<file path="config.mk">
export PLATFORM = sky130hd
export DESIGN_NAME = pds_panel_display_scanner
export DESIGN_NICKNAME = d
export VERILOG_FILES = /design/src/pds_pkg.sv /design/src/pds_panel_display_scanner.sv
export VERILOG_INCLUDE_DIRS = /design/src
export SDC_FILE = /design/constraint.sdc
export NUM_CORES = 1
export LEC_CHECK = 0
export ABC_CLOCK_PERIOD_IN_PS = 3760
export BUFFER_PORTS_ARGS = -buffer_cell sky130_fd_sc_hd__buf_4
export CAP_MARGIN = 20
export CORE_MARGIN = 2
export CORE_UTILIZATION = 40
export CTS_CLUSTER_SIZE = 20
export DETAILED_ROUTE_END_ITERATION = 6
export PLACE_DENSITY_LB_ADDON = 0.08
export SLEW_MARGIN = 20
export SYNTH_ARGS = -nofsm -noshare
export SYNTH_HDL_FRONTEND = slang
export SYNTH_SLANG_ARGS = --single-unit
</file>
<file path="constraint.sdc">
create_clock -name clk -period 3.76 [get_ports clk]
set_input_delay 0.188 -clock clk [delete_from_list [all_inputs] [get_ports clk]]
set_output_delay 0.188 -clock clk [all_outputs]
set_load 0.02 [all_outputs]
</file>
<file path="src/pds_cfg.svh">
// Timing counts and field positions for the panel display scanner.
`ifndef PDS_CFG_SVH
`define PDS_CFG_SVH

// ==========================================================================
// Clock and panel timing
// ==========================================================================
`define PDS_CLK_PERIOD_NS 10
`define PDS_PANEL_PERIOD_NS 1000
`define PDS_PANEL_CYCLES (`PDS_PANEL_PERIOD_NS / `PDS_CLK_PERIOD_NS)
`define PDS_PANEL_HALF (`PDS_PANEL_CYCLES / 2)
`define PDS_DIV_W 7

// ==========================================================================
// Counter and buffer layout
// ==========================================================================
`define PDS_CNT_W 8
`define PDS_NIB_W 4
`define PDS_BUF_W 16
`define PDS_SECTIONS 4
`define PDS_CNT_INIT 8'h00
`define PDS_BUF_INIT 16'h0000

`endif

</file>
<file path="src/pds_pkg.sv">
// Types shared by the panel display scanner.
package pds_pkg;

   // ========================================================================
   // Panel clock states, Gray coded along off, high, low
   // ========================================================================
   typedef enum logic [1:0] {
      PDS_PCLK_OFF = 2'b00,
      PDS_PCLK_HIGH = 2'b01,
      PDS_PCLK_LOW = 2'b11
   } pds_pclk_state_t;

endpackage : pds_pkg

</file>
<file path="src/pds_panel_display_scanner.sv">
// Panel scan counter, serial multiplexer and lamp shift buffer.
//
// What this block does
// - Eight-bit counter steps once per panel clock through 256 states.
// - Counter only counts up; nothing loads or clears it.
// - Low nibble wraps 0..15 and carries into the high nibble.
// - Scan select is the counter low nibble inverted bit by bit.
// - Shift control is high only when the high nibble is zero.
// - Shift control high shifts the serial bit in; low holds the buffer.
// - States 0..15 scan sixteen bits; states 16..255 hold for display.
// - Panel clock period is about one microsecond.
// - Buffer is four chained 4-bit sections, each feeding the next.
// - Buffer has no parallel load or reset; only shift control steers it.
// - Each buffer bit drives one lamp, lit when the bit is one.
// - Counter steps on panel clock rise; buffer shifts on its fall.
// - Count zero selects input 15; count 15 selects input 0.
// - Panel clock stops while power good is low, runs once it is high.
// - Multiplexer passes its bit only while strobe is low, inverted.
`timescale 1ns/100ps
`include "pds_cfg.svh"

module pds_panel_display_scanner (
   input wire logic clk, // System clock, 100 MHz.
   input wire logic rst_b, // Asynchronous reset, active low.
   input wire logic ce, // Clock enable; low freezes all state.
   input wire logic power_good, // Supply good level, high while powered.
   input wire logic strobe_b, // Multiplexer strobe, active low.
   input wire logic [15:0] data_path_b, // B-leg data path bits to scan.
   output logic panel_clk, // Derived panel clock level.
   output logic [3:0] scan_select, // Multiplexer select lines.
   output logic shift_display, // Buffer shift control, high shifts.
   output logic serial_bit, // Serial multiplexer output.
   output logic [15:0] lamp // Indicator lamp drives, high lights.
);

   // ========================================================================
   // Multiplexer decode
   // ========================================================================
   // One-of-sixteen select with output inversion; a disabled strobe
   // forces the internal bit low, so the serial line idles high.
   function automatic logic pds_mux_bit(
      input logic [15:0] data,
      input logic [3:0] sel,
      input logic strb_b
   );
      logic pick;
      pick = strb_b ? 1'b0 : data[sel];
      return ~pick;
   endfunction : pds_mux_bit

   // ========================================================================
   // Panel clock generator
   // ========================================================================
   pds_pkg::pds_pclk_state_t pclk_reg;
   pds_pkg::pds_pclk_state_t pclk_next;
   logic [`PDS_DIV_W-1:0] div_reg;
   logic [`PDS_DIV_W-1:0] div_next;
   logic panel_clk_reg;
   logic panel_clk_next;
   logic rise_ev;
   logic fall_ev;

   localparam logic [`PDS_DIV_W-1:0] DIV_LAST =
      `PDS_DIV_W'(`PDS_PANEL_CYCLES - 1);
   localparam logic [`PDS_DIV_W-1:0] DIV_HALF =
      `PDS_DIV_W'(`PDS_PANEL_HALF - 1);

   // Rise comes first when power good arrives, then every full period.
   always_comb begin
      pclk_next = pclk_reg;
      div_next = div_reg;
      rise_ev = 1'b0;
      fall_ev = 1'b0;
      if (!power_good) begin
         pclk_next = pds_pkg::PDS_PCLK_OFF;
         div_next = '0;
      end else begin
         case (pclk_reg)
            pds_pkg::PDS_PCLK_OFF: begin
               rise_ev = 1'b1;
               pclk_next = pds_pkg::PDS_PCLK_HIGH;
               div_next = '0;
            end
            pds_pkg::PDS_PCLK_HIGH: begin
               div_next = div_reg + `PDS_DIV_W'(1);
               if (div_reg == DIV_HALF) begin
                  fall_ev = 1'b1;
                  pclk_next = pds_pkg::PDS_PCLK_LOW;
               end
            end
            pds_pkg::PDS_PCLK_LOW: begin
               div_next = div_reg + `PDS_DIV_W'(1);
               if (div_reg == DIV_LAST) begin
                  rise_ev = 1'b1;
                  pclk_next = pds_pkg::PDS_PCLK_HIGH;
                  div_next = '0;
               end
            end
            default: begin
               pclk_next = pds_pkg::PDS_PCLK_OFF;
               div_next = '0;
            end
         endcase
      end
      // Reset also holds the events off; otherwise the counter would race
      // at the system clock rate while the oscillator is held stopped.
      if (!ce || !rst_b) begin
         pclk_next = pclk_reg;
         div_next = div_reg;
         rise_ev = 1'b0;
         fall_ev = 1'b0;
      end
      panel_clk_next = (pclk_next == pds_pkg::PDS_PCLK_HIGH);
   end

   // Only the oscillator is reset; the scan path has no clear by design.
   always_ff @(posedge clk or negedge rst_b) begin
      if (!rst_b) begin
         pclk_reg <= pds_pkg::PDS_PCLK_OFF;
         div_reg <= '0;
         panel_clk_reg <= 1'b0;
      end else begin
         pclk_reg <= pclk_next;
         div_reg <= div_next;
         panel_clk_reg <= panel_clk_next;
      end
   end

   assign panel_clk = panel_clk_reg;

   // ========================================================================
   // Scan counter
   // ========================================================================
   // The power-up value is arbitrary; one full cycle brings the display
   // to a valid image whatever it was.
   logic [`PDS_CNT_W-1:0] cnt_reg = `PDS_CNT_INIT;
   logic [`PDS_CNT_W-1:0] cnt_next;
   logic [3:0] scan_select_reg = 4'hf;
   logic [3:0] scan_select_next;
   logic shift_display_reg = 1'b1;
   logic shift_display_next;

   // The carry from the low nibble into the high one is the plain binary
   // carry of an 8-bit add, and 255 wraps to zero on its own.
   always_comb begin
      cnt_next = cnt_reg;
      if (rise_ev) begin
         cnt_next = cnt_reg + `PDS_CNT_W'(1);
      end
      scan_select_next = ~cnt_next[`PDS_NIB_W-1:0];
      shift_display_next =
         (cnt_next[`PDS_CNT_W-1:`PDS_NIB_W] == 4'h0);
   end

   // No reset input reaches the counter, so nothing outside can clear it.
   always_ff @(posedge clk) begin
      cnt_reg <= cnt_next;
      scan_select_reg <= scan_select_next;
      shift_display_reg <= shift_display_next;
   end

   assign scan_select = scan_select_reg;
   assign shift_display = shift_display_reg;

   // ========================================================================
   // Multiplexer
   // ========================================================================
   // The select settles half a panel period before the buffer samples it.
   assign serial_bit =
      pds_mux_bit(data_path_b, scan_select_reg, strobe_b);

   // ========================================================================
   // Display buffer
   // ========================================================================
   logic [`PDS_BUF_W-1:0] buf_reg = `PDS_BUF_INIT;
   logic [`PDS_BUF_W-1:0] buf_next;
   logic [`PDS_BUF_W-1:0] chain_next;
   logic do_shift;

   assign do_shift = fall_ev & shift_display_reg;

   // Each section after the first takes the last bit of the one before as its serial input.
   genvar g;
   generate
      for (g = 0; g < `PDS_SECTIONS; g++) begin : g_section
         logic sec_in;
         if (g == 0) begin : g_first
            assign sec_in = serial_bit;
         end else begin : g_rest
            assign sec_in = buf_reg[g*`PDS_NIB_W-1];
         end
         assign chain_next[g*`PDS_NIB_W +: `PDS_NIB_W] =
            {buf_reg[g*`PDS_NIB_W +: `PDS_NIB_W-1], sec_in};
      end
   endgenerate

   // Shift or hold is the only choice; there is no load path.
   always_comb begin
      buf_next = buf_reg;
      if (do_shift) begin
         buf_next = chain_next;
      end
   end

   // No reset here either: a stale image is rewritten by the next scan.
   always_ff @(posedge clk) begin
      buf_reg <= buf_next;
   end

   // Lamp drivers follow the buffer bits directly.
   assign lamp = buf_reg;
endmodule : pds_panel_display_scanner

</file>
Word-level counts from Yosys, hierarchy flattened. Cells that the tools add are included.

Mux-type cells: 20. $lt $le $gt $ge: 1. Multipliers: 0. Divide/modulo/power cells: 0. Bitwise gates (word level): 3. Shift operators: 0. Add/sub/neg operators: 2. Reductions and logical operators: 5. Equality and inequality tests: 5.

Operators by type and width (count): $mux 7 (2); $pmux 7 s2 (1); $mux 1 (9); $add 8x1->8 const B (1); $mux 2 (4); $mux 8 (1); $add 7x1->7 const B (1); $eq 7x6->1 const B (1); $eq 7x7->1 const B (1); $pmux 2 s3 (1); $lt 4x5->1 const B (1); $bmux 1 s4 (1); $eq 2x1->1 const B (2); $logic_not 4->1 (1); $not 4->4 (1); $eq 2x2->1 const B (1); $logic_not 1->1 (2); $logic_not 2->1 (1); $pmux 1 s2 (1); $and 1x1->1 (1); $logic_or 1x1->1 (1); $not 1->1 (1).

Word-level logic and storage cells: 43. Input bits: 21. Memory bits (read-only): 0. Bits in writable memories: 0. Output and inout port bits: 23. Register bits: 39. Memories: 0. Bits in latches: 0.

Depth between registers and ports, before layout. Gate-level depths: netlist (run 1).

Word-level depth: 7. Mapped depth: 6. Depth with buffers taken out: 6.

Worst setup path after synthesis (run 1). No wires, ideal clock.

Kind: flip-flop to flip-flop. Start point: register pclk_reg[1]. End point: register buf_reg[0], in the netlist lamp[0] (enable). Setup time: 388 ps. Arrival: 1681 ps. Slack: 1690 ps. Period minus slack after synthesis: 2070 ps. Stages on the path, launching flop included: 6. Cell sequence: dfrtp_1 inv_1 ha_1 and3_1 nand4b_1 nor2_1.

Word-level cells in the longest chain between the ends: 5.

Ends and longest elaborated chain: from (decl) (RTL line pds_panel_display_scanner.sv:54) `pds_pkg::pds_pclk_state_t pclk_reg;`; from (signal assigned) (RTL line pds_panel_display_scanner.sv:119) `pclk_reg <= pds_pkg::PDS_PCLK_OFF;`; from (signal assigned) (RTL line pds_panel_display_scanner.sv:123) `pclk_reg <= pclk_next;`; $eq 2x1->1 (RTL line pds_panel_display_scanner.sv:78) `case (pclk_reg)`; $mux 1 (RTL line pds_panel_display_scanner.sv:78); $mux 1 (RTL line pds_panel_display_scanner.sv:74) `if (!power_good) begin`; $mux 1 (RTL line pds_panel_display_scanner.sv:107) `if (!ce || !rst_b) begin`; $and 1x1->1 (RTL line pds_panel_display_scanner.sv:180) `assign do_shift = fall_ev & shift_display_reg;`; net do_shift (RTL line pds_panel_display_scanner.sv:178) `logic do_shift;`; to (signal assigned) (RTL line pds_panel_display_scanner.sv:207) `buf_reg <= buf_next;`; to (decl) (RTL line pds_panel_display_scanner.sv:175) `` logic [`PDS_BUF_W-1:0] buf_reg = `PDS_BUF_INIT; ``.

The timed path passes the listed nets, and every way through them passes these cells. A chain may end at the register's enable or synchronous reset.

Worst setup path after layout (run 1).
Start point: register scan_select_reg[0], in the netlist scan_select[0]. End point: output serial_bit.

Word-level cells in the longest chain between the ends: 4.

Ends and longest elaborated chain: from (decl) (RTL line pds_panel_display_scanner.sv:138) `logic [3:0] scan_select_reg = 4'hf;`; from (signal assigned) (RTL line pds_panel_display_scanner.sv:158) `scan_select_reg <= scan_select_next;`; $bmux 1 s4 (RTL line pds_panel_display_scanner.sv:47) `pick = strb_b ? 1'b0 : data[sel];`; $mux 1 (not written as such) (RTL line pds_panel_display_scanner.sv:47); $mux 1 (RTL line pds_panel_display_scanner.sv:47); $not 1->1 (RTL line pds_panel_display_scanner.sv:48) `return ~pick;`; to (decl) (RTL line pds_panel_display_scanner.sv:32) `output logic serial_bit,`.

Every way passes these cells. The select of a mux whose other input is x is not followed.

==> impl_results.md, run 1 <==
- Antenna viol nets, final: 0
- Worst slew margin: 0.718
- H-tree lvl count: 2
- DIE AREA: 5010 sq um
- Worst EP required: roughly 3.6 ns
- Post-cts resize count: 0
- DRT Wirelength: between 3 and 4 mm
- Setup Buffers After CTS: 0
- Post-synth top cells: edfxtp_1, dfxtp_1, nand2_1
- Placed cells: about 240
- # diodes: 0
- Port Buffers: 43
- Final Net Count: 219
- CTS tree: done
- First-pass GRT wire length: slightly below 6 mm
- Max VDD drop: 0.323 mV
- Setup slack, reg-to-reg: 1.76 ns
- Wire length per cell: roughly 14 um
- IO Count: 44
- CTS sink cnt: 39
- Initial Util: 0.412
- Cell Rows: 24
- FF+latch count, synth: 39
- Slowest stage cell on the critical path: mux4_1
- Cell Chain, Critical Path: mux4_1, mux4_2, nand2b_1, buf_4
- CTS clk-pin slew, worst paths: 0.07 ns
- Fin crit share: 0.589
- Startpoint types: register
- Number of flip-flops under the largest register name: 16
- Drt pass-1 iters: 4
- Crit-path max cell delay: between 0.5 and 0.6 ns
- DP HPWL: 2.68 mm
- Yosys warns: 0
- Netlist cell types: 42
- Vias per cell: 5.25
- WS Path Type: reg -> out
- Min-Delay Path Class: in -> reg
- Top-count cell post-synth: edfxtp_1
- Largest area contributor in the netlist: edfxtp_1
- Share of flip-flops with an asynchronous set or reset: 0.256
- CP Max Fanout: 5
- Leakage: 0.000934 uW
- Vias in the first global route: 1284
- Layout fillers: just over 400
- CTS Buf Count: 5
- Max Slew Vio Count: 0
- Clock latency on the worst-skew pair: 0.28 ns
- Layout cells sized above 1: 0.302
- Status: finished, final reports clean
- Clk_skew: 0.00319 ns
- Slew @ Worst Pin: 0.422 ns
- Largest net degree at the start of global routing: 17
- Min Hold Slack: 0.201 ns
- Std-Cell Core Area: about 4300 sq um
- Root Buffer Master: clkbuf_8
- Main synth FF type: edfxtp_1
- Post-Syn Instances: between 100 and 150
- GRT Residual Overflow: 0
- Seq/Total Area, Yosys: 0.556
- Synth Cell Area: 1780 sq um
- Synth-to-Final Area Change: 28.6%
- Syn nets: 168
- Arrival time worst endpoint: between 2 and 2.5 ns
- Vias post-DR: 1281
- GP Congestion: 0.817
- Chip height: 70.8 um
- Ranking of synthesized cells by area: edfxtp_1, dfxtp_1, dfrtp_1
- Dpl ws: 1.75 ns
- Tot Pwr: between 1000 and 1500 uW
- Setup ws final: about 1.5 ns
- Die Wd: 70.8 um
- Multi-input logic area: 766 sq um
- Min Tclk post-route: 2.22 ns
- Mean Syn Cell Area: 12.7 sq um
- 1st-iter DRT viols: just under 50
- Worst setup EP type: primary output
- Count of final hold-check violations: 0
- DRC: 0
- Register area: 991 sq um
- Top-area cell type share of the netlist area: 0.269
- Total GRT Usage: 0.145
- Maximum clock frequency: 451 MHz
- Final setup vio count: 0
- EDFF count, synth: 16
- Final non-filler cell total: 244
- Antenna violations before repair: 0
- MaxCap Viol Count: 0
- Setup repair after global routing missed its margin: false
- Clock buffer depth: 2
- Pwr dens: ~490 nW/um^2
- Setup_tns: 0 ns
- Hold-fix buffers at CTS: 1
cells by family after synthesis:
group                      synth area share
xor gates and xnor gates             0.0688
buffers and inverters                0.0147
DFF                                   0.556
muxes                                0.0835
and+or+nand+nor                       0.139
adders and majority gates            0.0491
AOI/OAI and AO/OA                    0.0891
worst max-delay path, delay by kind of cell, from the launching register on:
family	cells	cell delay [ns]
and+or+nand+nor	1	0.10
buffers and inverters	1	0.14
DFF	1	0.45
muxes	2	1.05
layout make-up:
class	count	share of cell area
sequential	39	0.432
multi-input combinational	94	0.334
timing repair buffer	45	0.148
clock buffer	5	0.0300
tap	52	0.0284
clock inverter	3	0.0169
inverter	6	0.00983
metal layers:
layer | GRT usage | share of wire | vias up
met5 | 0 | 0 | -
met4 | 0.0566 | 0.018 | 0
met3 | 0.0313 | 0.034 | 9
met2 | 0.248 | 0.52 | 22
met1 | 0.178 | 0.42 | 619
li1 | - | - | 631
worst paths after layout:
kind,start,depth (start not counted),to
max in group asynchronous,rst_b,2,pclk_reg[1]$_DFF_PN0_
min in group asynchronous,rst_b,2,div_reg[2]$_DFFE_PN0N_
worst max-delay path,scan_select[0]$_DFF_P_,4,serial_bit
worst min-delay path,strobe_b,2,lamp[0]$_DFFE_PP_
worst min register to register,lamp[4]$_DFFE_PP_,0,lamp[5]$_DFFE_PP_
worst max register to register,pclk_reg[0]$_DFF_PN0_,6,shift_display$_DFF_P_
power by group:
group	internal [uW]	switching (uW)	leakage [uW]	total, uW
clock	194	135	0.0000556	329
combinational	137	110	0.000493	247
sequential	483	53.6	0.000386	536
total	814	299	0.000934	1110
metrics by stage:
stage / utilization / area [sq um]
final: 0.530 / 2290
after global routing: 0.530 / 2290
after CTS: 0.530 / 2290
after detailed placement: 0.503 / 2170
after global placement: 0.503 / 2170
after floorplan: - / 1780
cell usage in the layout, fill, tap and decap left out, drive strengths merged, types with 2 or more instances in the layout:
cell type / n
mux4: 5
a21oi: 5
dfxtp: 13
nor2: 9
nand4: 5
o31ai: 2
inv: 6
o21ai: 3
buf: 44
edfxtp: 16
ha: 7
nand4b: 2
nand2: 11
dfrtp: 10
nand3: 6
xor2: 4
clkbuf: 5
nor3: 4
clkinv: 2
xnor2: 10
Power figures use the tool's default switching activity.
==> run 2, diff against run 1 <==
--- a/config.mk
+++ b/config.mk
@@ -6,7 +6,7 @@
 export SDC_FILE = /design/constraint.sdc
 export NUM_CORES = 1
 export LEC_CHECK = 0
-export ABC_CLOCK_PERIOD_IN_PS = 3760
+export ABC_CLOCK_PERIOD_IN_PS = 1800
 export BUFFER_PORTS_ARGS = -buffer_cell sky130_fd_sc_hd__buf_4
 export CAP_MARGIN = 20
 export CORE_MARGIN = 2
==> constraint.sdc (replaced) <==
create_clock -name clk -period 1.8 [get_ports clk]
set_input_delay 0.09 -clock clk [delete_from_list [all_inputs] [get_ports clk]]
set_output_delay 0.09 -clock clk [all_outputs]
set_load 0.02 [all_outputs]
==> run 2 against run 1 <==
Effect of this change: the flow now finishes with violations (negative setup slack); design area up 5.9%; wire length up 8.2%; count of clock-buffer cells in the layout unchanged; critical path type unchanged; non-clock buffer count up 14; first-iteration DRC count unchanged; clock skew up 0.0032 ns; clock power up 78%; combinational power up 140%; critical endpoint unchanged; largest power group unchanged; sequential power up 110%.
==> impl_results.md, run 2 (synthesis gave the netlist of run 1 again) <==
- Status: finished with violations (was finished, final reports clean)
- Failing checks: negative setup slack
- MaxCap Viol Count: 0 (unchanged)
- Placed cell areas: 2290 sq um (was 2170 sq um)
- Fin crit share: 1.10
- Pint: 1630 uW (was 814 uW)
- CP Max Fanout: 5 (unchanged)
- Max Slew Vio Count: 0 (unchanged)
- Vias per cell: 5.27 (was 5.25)
- Chip height: 70.8 um (unchanged)
- Count of final hold-check violations: 0 (unchanged)
- Std-Cell Core Area: 4320 sq um (unchanged)
- Worst slew margin: 0.779 (was 0.718)
- Layout fillers: 402 (was 406)
- Total GRT Usage: 0.156 (was 0.145)
- Switch Pwr: 688 uW (was 299 uW)
- Arrival time worst endpoint: 1.89 ns (was 2.03 ns)
- Setup ws final: -0.181 ns (was 1.54 ns)
- Vias post-DR: 1359 (was 1281)
- DP HPWL: 2.74 mm (was 2.68 mm)
- Vias in the first global route: 1367 (was 1284)
- Switching Share: 0.297 (was 0.268)
- Maximum clock frequency: approximately 500 MHz
- GP Congestion: 0.833 (was 0.817)
- Clock latency on the worst-skew pair: 0.29 ns (was 0.28 ns)
- Root Buffer Master: clkbuf_8 (unchanged)
- Final Net Count: 233 (was 219)
- 1st-iter DRT viols: 49 (unchanged)
- Sequential share of power: 0.488 (was 0.482)
- Drt pass-1 iters: 4 (unchanged)
- Synth-to-Final Area Change: 36.1% (was 28.6%)
- First-pass GRT wire length: 6.21 mm (was 5.78 mm)
- Leakage: 0.000987 uW (was 0.000934 uW)
- Cell Rows: 24 (unchanged)
- Layout cells sized above 1: 0.417 (was 0.302)
- Slew @ Worst Pin: 0.331 ns (was 0.422 ns)
- CTS tree: done (unchanged)
- Clk_skew: 0.00638 ns (was 0.00319 ns)
- Pwr dens: 955 nW/um^2 (was 485 nW/um^2)
- Crit-path max cell delay: 0.51 ns (was 0.58 ns)
- DRC: 0 (unchanged)
- Fin area: 2430 sq um (was 2290 sq um)
- Setup repair after global routing missed its margin: true (was false)
- CTS clk-pin slew, worst paths: 0.08 ns (was 0.07 ns)
- Slowest stage cell on the critical path: mux4_2 (was mux4_1)
- DIE AREA: 5010 sq um (unchanged)
- Crit-path most repeated cell: mux4_2
- Antenna violations before repair: 0 (unchanged)
- Wire length per cell: 14.3 um (was 14.0 um)
- Antenna viol nets, final: 0 (unchanged)
- Min Tclk post-route: roughly 2.0 ns
- Clock buffer depth: 2 (unchanged)
- CTS sink cnt: 39 (unchanged)
- Cell Chain, Critical Path: mux4_2, mux4_2, nand2b_4, buf_6 (was mux4_1, mux4_2, nand2b_1, buf_4)
- Number of flip-flops under the largest register name: 16 (unchanged)
- Combinational share of power: 0.260 (was 0.222)
- Port Buffers: 43 (unchanged)
- Min-Delay Path Class: in -> async (was in -> reg)
- # diodes: 0 (unchanged)
- Largest net degree at the start of global routing: 17 (unchanged)
- IO Count: 44 (unchanged)
- Initial Util: 0.412 (unchanged)
- Max VDD drop: 0.738 mV (was 0.323 mV)
- Worst EP required: 1.71 ns (was 3.57 ns)
- DRT Wirelength: 3.70 mm (was 3.42 mm)
- Commonest non-fill, non-tap cell in the layout: buf_4 (unchanged)
- Final setup vio count: 1 (was 0)
- CTS Buf Count: 5 (unchanged)
- Worst setup EP type: primary output (unchanged)
- Dpl ws: 0.0440 ns (was 1.75 ns)
- Clock Power Share: 0.252 (was 0.296)
- Startpoint types: register (unchanged)
- GRT Residual Overflow: 0 (unchanged)
- Most frequent cells in the layout: buf_4, edfxtp_1, dfxtp_1 (unchanged)
- H-tree lvl count: 2 (unchanged)
- WS Path Type: reg -> out (unchanged)
- Die Wd: 70.8 um (unchanged)
-- run 2: path summary, 6_finish.rpt --
kind | start | end | slack [ns] | cells past startpoint
max in group asynchronous | rst_b | pclk_reg[0]$_DFF_PN0_ | 1.46 | 2
hold reg to reg | lamp[8]$_DFFE_PP_ | lamp[9]$_DFFE_PP_ | 0.46 | 0
setup reg to reg | scan_select[0]$_DFF_P_ | lamp[0]$_DFFE_PP_ | 0.09 | 4
hold / removal | rst_b | div_reg[3]$_DFFE_PN0N_ | 0.17 | 2
setup / recovery | scan_select[0]$_DFF_P_ | serial_bit | -0.18 | 4
min in group clk | strobe_b | lamp[0]$_DFFE_PP_ | 0.18 | 3
-- run 2: layout make-up --
type                       count  area, sq um  share of cell area
clock buffer                   5         68.8              0.0284
clock inverter                 3         20.0             0.00825
inverter                       6         22.5             0.00928
multi-input combinational     94          795               0.327
sequential                    39          995               0.410
tap                           52         65.1              0.0268
timing repair buffer          59          462               0.190
-- run 2: power groups by stage --
stage | sequential [uW] | clock (uW) | combinational (uW)
after global routing | 1150 | 651 | 653
after CTS | 1130 | 607 | 578
after floorplan | 1170 | 0 | 319
after detailed placement | 1140 | 0 | 556
final | 1130 | 584 | 603
after global placement | 1130 | 0 | 548
-- run 2: metrics by stage --
stage | total power [uW] | hold WS, ns | setup TNS (ns) | std cells | utilization
after floorplan | 1490 | -0.206 | 0 | 140 | -
after global placement | 1680 | -0.0512 | 0 | 246 | 0.529
after detailed placement | 1700 | -0.0520 | 0 | 246 | 0.529
after CTS | 2320 | 0.0856 | -0.202 | 255 | 0.549
after global routing | 2460 | 0.174 | -0.262 | 258 | 0.561
final | 2320 | 0.173 | -0.181 | 258 | 0.561
-- run 2: metal layers --
| layer | global-route usage | vias up | share of wire |
|---|---|---|---|
| met5 | 0 | - | 0 |
| met4 | 0.0419 | 0 | 0.016 |
| met3 | 0.0499 | 7 | 0.067 |
| met2 | 0.269 | 43 | 0.50 |
| met1 | 0.188 | 657 | 0.41 |
| li1 | - | 652 | - |
-- run 2: what timing repair did --
action | 4_1_cts | 5_1_grt
cloned | 0 | 0
hold buffers | 1 | 0
setup buffers | 0 | 3
resized for setup | 6 | 7
endpoints found under the setup margin | 1 | 15
pin swaps | 0 | 3
hold endpoints to repair | 10 | 0
-- run 2: critical path, delay by kind of cell (launching register included) --
kind	cells	cell delay [ns]
buf+inv	1	0.11
simple gates	1	0.09
mux	2	1.01
flops	1	0.39
